**config.mk**
```make
export PLATFORM = sky130hd
export DESIGN_NAME = pia_irq_aggregation
export DESIGN_NICKNAME = d
export VERILOG_FILES = /design/src/hdl/pia_pkg.sv /design/src/hdl/pia_platform_ctrl.sv /design/src/hdl/pia_irq_aggregation.sv
export VERILOG_INCLUDE_DIRS = /design/src /design/src/hdl
export SDC_FILE = /design/constraint.sdc
export NUM_CORES = 1
export LEC_CHECK = 0
export BUFFER_PORTS_ARGS = -buffer_cell sky130_fd_sc_hd__clkbuf_2
export CAP_MARGIN = 25
export CORE_MARGIN = 1.5
export CORE_UTILIZATION = 43
export DETAILED_ROUTE_END_ITERATION = 6
export PLACE_DENSITY = 0.86
export SYNTH_ARGS = -nofsm -noshare
export SYNTH_HDL_FRONTEND = slang
export SYNTH_SLANG_ARGS = --single-unit
```
**constraint.sdc**
```tcl
create_clock -name sys_clk -period 1.3 [get_ports sys_clk]
set_input_delay 0 -clock sys_clk [delete_from_list [all_inputs] [get_ports sys_clk]]
set_output_delay 0 -clock sys_clk [all_outputs]
set_load 0.01 [all_outputs]
```
**src/hdl/pia_map.svh**
```systemverilog
`ifndef PIA_MAP_SVH
`define PIA_MAP_SVH
// fast channel count and source positions
`define PIA_NUM_FAST 16
`define PIA_CH_WATCHDOG 0
`define PIA_CH_CUSTOM 1
`define PIA_CH_SER1_RX 2
`define PIA_CH_SER1_TX 3
`define PIA_CH_SER2_RX 4
`define PIA_CH_SER2_TX 5
`define PIA_CH_SPI 6
`define PIA_CH_TWO_WIRE 7
`define PIA_CH_PLATFORM 8
`define PIA_CH_LED 9
`define PIA_CH_LINK_RX 10
`define PIA_CH_LINK_TX 11
`define PIA_CH_TIMER 12
`define PIA_CH_FIRST_RSVD 13
// platform line limit and trigger codes
`define PIA_MAX_PLATFORM 32
`define PIA_TRIG_LEVEL 1'b0
`define PIA_TRIG_EDGE 1'b1
`define PIA_POL_HIGH 1'b1
// reset values
`define PIA_RESET_FAST 16'h0000
`define PIA_RESET_PLAT 32'h0000_0000
`endif

```
**src/hdl/pia_pkg.sv**
```systemverilog
package pia_pkg;
  // peripheral event sources feeding the fast channels
  typedef struct packed {
    logic watchdog_unit;
    logic custom_functions;
    logic serial_port_first_rx;
    logic serial_port_first_tx;
    logic serial_port_second_rx;
    logic serial_port_second_tx;
    logic spi_done;
    logic two_wire_controller;
    logic smart_led_driver;
    logic stream_link_unit_rx;
    logic stream_link_unit_tx;
    logic general_timer_unit;
  } pia_sources_type;

  // standard machine interrupts toward the core
  typedef struct packed {
    logic timer;
    logic software;
    logic external;
  } pia_machine_type;

  // platform controller state
  typedef struct packed {
    logic [31:0] prev;
    logic [31:0] pending;
    logic request;
  } pia_plat_state_type;

  // aggregation state
  typedef struct packed {
    logic [15:0] prev;
    logic [15:0] pending;
    logic [3:0] top_index;
    logic top_valid;
  } pia_state_type;
endpackage : pia_pkg

```
**src/hdl/pia_platform_ctrl.sv**
```systemverilog
`timescale 1ns/100ps
`include "pia_map.svh"
// merges the platform lines into a single request
module pia_platform_ctrl #(
  parameter int NUM_LINES = `PIA_MAX_PLATFORM,
  parameter logic [31:0] TRIG_TYPE = {32{`PIA_TRIG_EDGE}},
  parameter logic [31:0] TRIG_POL = {32{`PIA_POL_HIGH}}
) (
  input wire logic sys_clk,
  input wire logic reset_n,
  input wire logic [NUM_LINES-1:0] lines,
  input wire logic [NUM_LINES-1:0] line_ack,
  output logic request,
  output logic [NUM_LINES-1:0] line_pending
);
  pia_pkg::pia_plat_state_type state;
  pia_pkg::pia_plat_state_type next_state;
  logic [31:0] norm;
  logic [31:0] hit;

  // per-line trigger selection by build parameters, set wins over ack
  always_comb begin
    next_state = state;
    norm = `PIA_RESET_PLAT;
    norm[NUM_LINES-1:0] = lines ~^ TRIG_POL[NUM_LINES-1:0];
    hit = `PIA_RESET_PLAT;
    for (int i = 0; i < NUM_LINES; i++) begin
      if (TRIG_TYPE[i] == `PIA_TRIG_EDGE) begin
        hit[i] = norm[i] & ~state.prev[i];
      end else begin
        hit[i] = norm[i];
      end
      next_state.pending[i] = hit[i] |
        (state.pending[i] & ~line_ack[i]);
    end
    next_state.prev = norm;
    next_state.request = |next_state.pending;
  end

  // state register
  always_ff @(posedge sys_clk or negedge reset_n) begin
    if (!reset_n) begin
      state <= '0;
    end else begin
      state <= next_state;
    end
  end

  assign request = state.request;
  assign line_pending = state.pending[NUM_LINES-1:0];

  // merged request follows any pending line
  merged_req_a: assert property (
    @(posedge sys_clk) disable iff (!reset_n)
    (|state.pending) |-> request)
    else $error("merged request missing");
endmodule : pia_platform_ctrl

```
**src/hdl/pia_irq_aggregation.sv**
```systemverilog
`timescale 1ns/100ps
`include "pia_map.svh"
// Notes on behaviour
// - timer, software and external inputs forwarded as machine interrupts.
// - external timer input counts only without the internal timer unit.
// - optional platform input vector, configurable width, at most 32.
// - all platform lines merge into one fast channel.
// - sixteen fast channels, 0 to 12 fed by internal peripherals and the merged platform request, 13 to 15 reserved.
// - channel index is priority; channel 0 highest, 15 lowest.
// - rising edge sets pending; a steady high does not re-set.
// - pending stays until software writes zero to its pending bit.
// - channels 2/3 first serial rx/tx, 4/5 second serial rx/tx.
// - channel 0 watchdog timeout, channel 1 custom functions event.
// - channel 6 spi, 7 two-wire, 8 merged platform request.
// - channel 9 led, 10/11 stream link rx/tx, 12 timer.
// - platform line trigger chosen by build parameters.
module pia_irq_aggregation #(
  parameter bit INTERNAL_TIMER_EN = 1'b0,
  parameter bit PLATFORM_EN = 1'b1,
  parameter int PLATFORM_LINES = `PIA_MAX_PLATFORM,
  parameter logic [31:0] PLATFORM_TRIG_TYPE = {32{`PIA_TRIG_EDGE}},
  parameter logic [31:0] PLATFORM_TRIG_POL = {32{`PIA_POL_HIGH}}
) (
  input wire logic sys_clk,
  input wire logic reset_n,
  input wire logic ext_timer_irq,
  input wire logic internal_timer_irq,
  input wire logic software_irq,
  input wire logic external_irq,
  input wire logic [PLATFORM_LINES-1:0] platform_irq,
  input wire logic [PLATFORM_LINES-1:0] platform_ack,
  input wire pia_pkg::pia_sources_type sources,
  input wire logic pending_write,
  input wire logic [15:0] pending_wdata,
  output pia_pkg::pia_machine_type machine_irq,
  output logic [15:0] fast_irq_channel,
  output logic [PLATFORM_LINES-1:0] platform_pending,
  output logic fast_irq_valid,
  output logic [3:0] fast_irq_index
);
  pia_pkg::pia_state_type state;
  pia_pkg::pia_state_type next_state;
  logic [15:0] raw;
  logic [15:0] rise;
  logic [15:0] clear;
  logic plat_req;
  logic [PLATFORM_LINES-1:0] plat_pend;

  // lowest set index wins
  function automatic logic [3:0] pia_first_set(input logic [15:0] v);
    logic [3:0] idx;
    idx = 4'hF;
    for (int i = `PIA_NUM_FAST - 1; i >= 0; i--) begin
      if (v[i]) begin
        idx = 4'(i);
      end
    end
    return idx;
  endfunction : pia_first_set

  // optional platform controller on channel 8
  generate
    if (PLATFORM_EN) begin : g_plat
      pia_platform_ctrl #(
        .NUM_LINES(PLATFORM_LINES),
        .TRIG_TYPE(PLATFORM_TRIG_TYPE),
        .TRIG_POL(PLATFORM_TRIG_POL)
      ) u_plat (
        .sys_clk(sys_clk),
        .reset_n(reset_n),
        .lines(platform_irq),
        .line_ack(platform_ack),
        .request(plat_req),
        .line_pending(plat_pend)
      );
    end else begin : g_noplat
      assign plat_req = 1'b0;
      assign plat_pend = '0;
    end
  endgenerate

  // channel source mapping, peripherals plus merged platform request
  always_comb begin
    raw = `PIA_RESET_FAST;
    raw[`PIA_CH_WATCHDOG] = sources.watchdog_unit;
    raw[`PIA_CH_CUSTOM] = sources.custom_functions;
    raw[`PIA_CH_SER1_RX] = sources.serial_port_first_rx;
    raw[`PIA_CH_SER1_TX] = sources.serial_port_first_tx;
    raw[`PIA_CH_SER2_RX] = sources.serial_port_second_rx;
    raw[`PIA_CH_SER2_TX] = sources.serial_port_second_tx;
    raw[`PIA_CH_SPI] = sources.spi_done;
    raw[`PIA_CH_TWO_WIRE] = sources.two_wire_controller;
    raw[`PIA_CH_PLATFORM] = plat_req;
    raw[`PIA_CH_LED] = sources.smart_led_driver;
    raw[`PIA_CH_LINK_RX] = sources.stream_link_unit_rx;
    raw[`PIA_CH_LINK_TX] = sources.stream_link_unit_tx;
    raw[`PIA_CH_TIMER] = sources.general_timer_unit;
  end

  // edge detect, pending update, priority pick
  always_comb begin
    next_state = state;
    rise = raw & ~state.prev;
    clear = pending_write ? ~pending_wdata : `PIA_RESET_FAST;
    next_state.prev = raw;
    next_state.pending = rise | (state.pending & ~clear);
    for (int i = `PIA_CH_FIRST_RSVD; i < `PIA_NUM_FAST; i++) begin
      next_state.pending[i] = 1'b0;
    end
    next_state.top_valid = |next_state.pending;
    next_state.top_index = pia_first_set(next_state.pending);
  end

  // state register, reset clears history and flags
  always_ff @(posedge sys_clk or negedge reset_n) begin
    if (!reset_n) begin
      state <= '0;
    end else begin
      state <= next_state;
    end
  end

  // machine interrupt forwarding
  assign machine_irq.timer = INTERNAL_TIMER_EN ?
    internal_timer_irq : ext_timer_irq;
  assign machine_irq.software = software_irq;
  assign machine_irq.external = external_irq;
  assign fast_irq_channel = state.pending;
  assign fast_irq_valid = state.top_valid;
  assign fast_irq_index = state.top_index;
  assign platform_pending = plat_pend;

  // a rise with no clear sets the flag next cycle
  edge_sets_a: assert property (
    @(posedge sys_clk) disable iff (!reset_n)
    (rise[0] && !(pending_write && !pending_wdata[0]))
      |=> fast_irq_channel[0])
    else $error("rising edge not latched");

  // steady high without rise does not re-set a cleared flag
  level_quiet_a: assert property (
    @(posedge sys_clk) disable iff (!reset_n)
    ($past(raw[1]) && raw[1] && !fast_irq_channel[1])
      |=> !fast_irq_channel[1])
    else $error("steady level set flag again");

  // flag holds until a zero write clears it
  flag_holds_a: assert property (
    @(posedge sys_clk) disable iff (!reset_n)
    (fast_irq_channel[2] && !(pending_write && !pending_wdata[2]))
      |=> fast_irq_channel[2])
    else $error("pending flag dropped");

  // zero write with no new edge clears the flag
  write_clears_a: assert property (
    @(posedge sys_clk) disable iff (!reset_n)
    (pending_write && !pending_wdata[3] && !rise[3])
      |=> !fast_irq_channel[3])
    else $error("pending flag not cleared");

  // reserved channels never fire
  rsvd_quiet_a: assert property (
    @(posedge sys_clk) disable iff (!reset_n)
    fast_irq_channel[15:13] == 3'h0)
    else $error("reserved channel pending");

  // channel 0 pending reports index 0; valid tracks any flag
  prio_pick_a: assert property (
    @(posedge sys_clk) disable iff (!reset_n)
    (fast_irq_channel[0] |-> fast_irq_index == 4'h0) and
    (fast_irq_valid == (|fast_irq_channel)))
    else $error("priority index wrong");

  // timer source selection
  timer_sel_a: assert property (
    @(posedge sys_clk) disable iff (!reset_n)
    machine_irq.timer ==
      (INTERNAL_TIMER_EN ? internal_timer_irq : ext_timer_irq))
    else $error("timer source wrong");

  // watchdog rise appears on channel 0 one cycle later
  wdt_map_a: assert property (
    @(posedge sys_clk) disable iff (!reset_n)
    $rose(sources.watchdog_unit) && !pending_write
      |=> fast_irq_channel[0])
    else $error("watchdog channel wrong");

  // custom functions rise lands on channel 1
  custom_map_a: assert property (
    @(posedge sys_clk) disable iff (!reset_n)
    $rose(sources.custom_functions) && !pending_write
      |=> fast_irq_channel[`PIA_CH_CUSTOM])
    else $error("custom channel wrong");

  // first serial receive lands on channel 2
  ser1_rx_map_a: assert property (
    @(posedge sys_clk) disable iff (!reset_n)
    $rose(sources.serial_port_first_rx) && !pending_write
      |=> fast_irq_channel[`PIA_CH_SER1_RX])
    else $error("first serial rx channel wrong");

  // first serial transmit lands on channel 3
  ser1_tx_map_a: assert property (
    @(posedge sys_clk) disable iff (!reset_n)
    $rose(sources.serial_port_first_tx) && !pending_write
      |=> fast_irq_channel[`PIA_CH_SER1_TX])
    else $error("first serial tx channel wrong");

  // second serial receive lands on channel 4
  ser2_rx_map_a: assert property (
    @(posedge sys_clk) disable iff (!reset_n)
    $rose(sources.serial_port_second_rx) && !pending_write
      |=> fast_irq_channel[`PIA_CH_SER2_RX])
    else $error("second serial rx channel wrong");

  // second serial transmit lands on channel 5
  ser2_tx_map_a: assert property (
    @(posedge sys_clk) disable iff (!reset_n)
    $rose(sources.serial_port_second_tx) && !pending_write
      |=> fast_irq_channel[`PIA_CH_SER2_TX])
    else $error("second serial tx channel wrong");

  // spi done lands on channel 6
  spi_map_a: assert property (
    @(posedge sys_clk) disable iff (!reset_n)
    $rose(sources.spi_done) && !pending_write
      |=> fast_irq_channel[`PIA_CH_SPI])
    else $error("spi channel wrong");

  // two-wire done lands on channel 7
  two_wire_map_a: assert property (
    @(posedge sys_clk) disable iff (!reset_n)
    $rose(sources.two_wire_controller) && !pending_write
      |=> fast_irq_channel[`PIA_CH_TWO_WIRE])
    else $error("two-wire channel wrong");

  // merged platform request lands on channel 8
  plat_map_a: assert property (
    @(posedge sys_clk) disable iff (!reset_n)
    $rose(plat_req) && !pending_write
      |=> fast_irq_channel[`PIA_CH_PLATFORM])
    else $error("platform channel wrong");

  // led buffer event lands on channel 9
  led_map_a: assert property (
    @(posedge sys_clk) disable iff (!reset_n)
    $rose(sources.smart_led_driver) && !pending_write
      |=> fast_irq_channel[`PIA_CH_LED])
    else $error("led channel wrong");

  // stream receive lands on channel 10
  link_rx_map_a: assert property (
    @(posedge sys_clk) disable iff (!reset_n)
    $rose(sources.stream_link_unit_rx) && !pending_write
      |=> fast_irq_channel[`PIA_CH_LINK_RX])
    else $error("stream rx channel wrong");

  // stream transmit lands on channel 11
  link_tx_map_a: assert property (
    @(posedge sys_clk) disable iff (!reset_n)
    $rose(sources.stream_link_unit_tx) && !pending_write
      |=> fast_irq_channel[`PIA_CH_LINK_TX])
    else $error("stream tx channel wrong");

  // general timer lands on channel 12
  timer_map_a: assert property (
    @(posedge sys_clk) disable iff (!reset_n)
    $rose(sources.general_timer_unit) && !pending_write
      |=> fast_irq_channel[`PIA_CH_TIMER])
    else $error("timer channel wrong");

  // the reported channel is itself pending
  index_pending_a: assert property (
    @(posedge sys_clk) disable iff (!reset_n)
    fast_irq_valid |-> fast_irq_channel[fast_irq_index])
    else $error("reported channel not pending");

  // no channel of higher priority is pending
  none_higher_a: assert property (
    @(posedge sys_clk) disable iff (!reset_n)
    fast_irq_valid |-> ((fast_irq_channel &
      ((16'h0001 << fast_irq_index) - 16'h0001)) == `PIA_RESET_FAST))
    else $error("higher priority channel pending");

  // per channel edge, level and clear behaviour
  generate
    for (genvar c = 0; c < `PIA_NUM_FAST; c++) begin : g_chan
      // a flag only appears after a rise of its channel
      no_spurious_a: assert property (
        @(posedge sys_clk) disable iff (!reset_n)
        $rose(fast_irq_channel[c]) |-> $past(rise[c]))
        else $error("flag set without edge");
      // a steady high never sets a cleared flag
      steady_quiet_a: assert property (
        @(posedge sys_clk) disable iff (!reset_n)
        ($past(raw[c]) && raw[c] && !fast_irq_channel[c])
          |=> !fast_irq_channel[c])
        else $error("steady high set flag");
      // a zero write with no rise clears the flag
      clear_lands_a: assert property (
        @(posedge sys_clk) disable iff (!reset_n)
        (pending_write && !pending_wdata[c] && !rise[c])
          |=> !fast_irq_channel[c])
        else $error("zero write did not clear");
    end
  endgenerate
endmodule : pia_irq_aggregation

```
==> qor.csv <==
metric,value,unit
hold_violations,0,
synth_top_family_by_area,buffers and inverters,
cts_buffer_depth,2,
avgViaCountPerCell,4.611,
synth_compound_area_share,10.31,%
final_common_cell,clkbuf_2,
io_pins,155,
worstSetupStartpoint,g_plat.u_plat.line_pending[20],
r2r_cells,5,
routed_wl,9179,um
grt_remaining_overflow,0,
rsz0062_at_grt,yes,
yosys.area_share.adder,0,%
tritoncts,built,
grt_max_degree,93,
worstSetupEndpointType,register,
drcViolationCount,0,
syn_area_per_cell,11.39,sq um
syn_area,3712,sq um
place_congestion,0.7802,
fmaxAchievable,681.2,MHz
final_nets,626,
core_area,8299,sq um
synth-simple-area-share,5.662,%
criticalPathCategory,register to register,
outcome,finished with violations,
clkLatencyLatePin,0.34,ns
firstDrtPassIters,5,
first_iter_violations,62,
wl_per_cell,14.41,um
layout_common_cells,"clkbuf_2 (140), dfrtp_1 (96), dlygate4sd3_1 (79), inv_1 (76), o22ai_1 (27)",
r2r-end,g_plat.u_plat.request,
vdd_ir_drop_max,639.0,uV
cts-buffers-inserted,9,
synth_seq_area_share,64.71,%
antenna_found_initial,0,
grt_util_all_layers,20.94,%
power_leakage,0.002862,uW
maxCapViolCount,0,
post_dp_cell_area,4294,sq um
die_area,9200,sq um
ant_nets,0,
h-tree-depth,3,
hold-worst-slack,0.00002103,ns
port_buffers,141,
fp.dieH,95.92,um
synth_warnings,0,
clk_pin_slew,0.09,ns
dp_hpwl,5637,um
synth.distinct_cells,28,
min_period_over_period,112.9,%
fin_worst_skew,0.01300,ns
area_growth,46.44,%
die_w,95.92,um
grt_pass1_wl,14410,um
violations,setup timing,
hold_depth,0,
multi_input_comb_area,724.4,sq um
rrSetupSlack,-0.17,ns
worstPathMaxFanout,2,
synthMuxAreaShare,0,%
rows,33,
ys_ff_latch,96,
cts_sinks,96,
timing.rr.start,g_plat.u_plat.line_pending[20],
finalMaxSlewViolations,0,
hold_end,machine_irq[1],
min_period,1.468,ns
holdCritStartpoint,software_irq,
startpoint_type,register,
worst_ep_required_time,1.53,ns
dpl_worst_slack,-0.4309,ns
grt_pass1_vias,3179,
crit_arrival,1.69,ns
fill_cells,615,
stdcell_area,5436,sq um
worstHoldPathType,input port to output pin,
seqCellArea,2402,sq um
start_util,44.73,%
route.vias.total,2937,
post-route-util,65.51,%
antenna_cells,0,
setup_slack,-0.1680,ns
synth_cells,326,
power_density,1160,nW/um^2
finalSetupTns,-0.2738,ns
final-setup-viol-count,4,
drive_gt1_share,38.53,%
synth-xor-area-share,0,%
cts_root_buf,clkbuf_8,
==> synthesized netlist by cell type <==
master	number	area, sq um
nor3_2	1	10.01
nand2b_1	9	56.30
dfrtp_1	96	2402
o21a_1	1	7.510
o21bai_1	1	7.510
nand2_1	1	3.750
o21ai_1	3	15.01
inv_1	78	292.8
buf_4	55	412.9
o22ai_1	32	200.2
and2b_1	1	7.510
a22o_1	6	52.55
nor2b_1	2	12.51
nand4_1	2	12.51
a21oi_1	4	20.02
or2_1	2	12.51
o21ai_0	7	35.03
inv_2	2	7.510
nand3b_1	1	7.510
nor2_1	6	22.52
nor4_1	8	50.05
a211oi_2	1	12.51
or2_4	1	8.760
conb_1	1	3.750
o31ai_1	1	7.510
a21oi_2	2	17.52
a211oi_1	1	7.510
or2_2	1	6.260
==> flip-flops by register name, indices dropped and copies added (netlist names) <==
name                        count
fast_irq_channel               13
g_plat.u_plat.request           1
g_plat.u_plat.state            32
fast_irq_valid                  1
state                          13
g_plat.u_plat.line_pending     32
fast_irq_index                  4
==> through the flow <==
stage | power, uW | instances
2_1_floorplan | 3882 | 328
3_3_place_gp | 4148 | 537
3_5_place_dp | 4185 | 537
4_1_cts | 6310 | 635
5_1_grt | 6628 | 637
6_report | 6305 | 637
==> critical path, cell delays in order, from the launching register on <==
cell     delay [ns]
dfrtp_1        0.39
inv_1          0.06
o22ai_1        0.09
nor4_1         0.36
nand4_1        0.19
or2_4          0.26
==> timing repair <==
action                                  CTS  global route
hold endpoints to repair                178             1
pin swaps                                11             5
endpoints found under the setup margin    4             7
setup buffers                             3             1
gates cloned                              0             0
hold buffers                             79             1
gates resized for setup                  10            18
==> cell families (layout without fill, tap and decap cells) <==
kind of cell | Yosys count | in the layout
buffers and inverters | 135 | 339
flip-flops | 96 | 96
AO/OA/AOI/OAI | 59 | 59
AND/OR/NAND/NOR | 35 | 35
other | 1 | 3
==> final cells by class <==
cell class | instances | share of cell area (%)
Clock buffer | 11 | 2.417
Clock inverter | 5 | 1.059
Inverter | 80 | 5.524
Multi-Input combinational cell | 97 | 13.33
Sequential cell | 96 | 44.19
Tap cell | 105 | 2.417
Timing Repair Buffer | 243 | 31.07
==> metal layers <==
metal	up-vias	track usage, %	routed length (um)
li1	1379	-	-
met1	1417	22.45	3468
met3	29	4.897	467
met4	0	11.15	320
met5	-	0	0
met2	112	37.91	4923
==> power by group <==
| part | total, uW | internal, uW | switching (uW) |
|---|---|---|---|
| Combinational | 1140 | 593 | 549 |
| Clock | 1870 | 889 | 980 |
| Sequential | 3290 | 3190 | 101 |
==> worst max-delay path by stage <==
stage and to:
3_5_place_dp g_plat.u_plat.request, 6_report g_plat.u_plat.request, 4_1_cts g_plat.u_plat.request, 2_1_floorplan fast_irq_index[1]
3_3_place_gp g_plat.u_plat.request, 5_1_grt g_plat.u_plat.request
No activity file was read; power rests on OpenSTA's default activity.
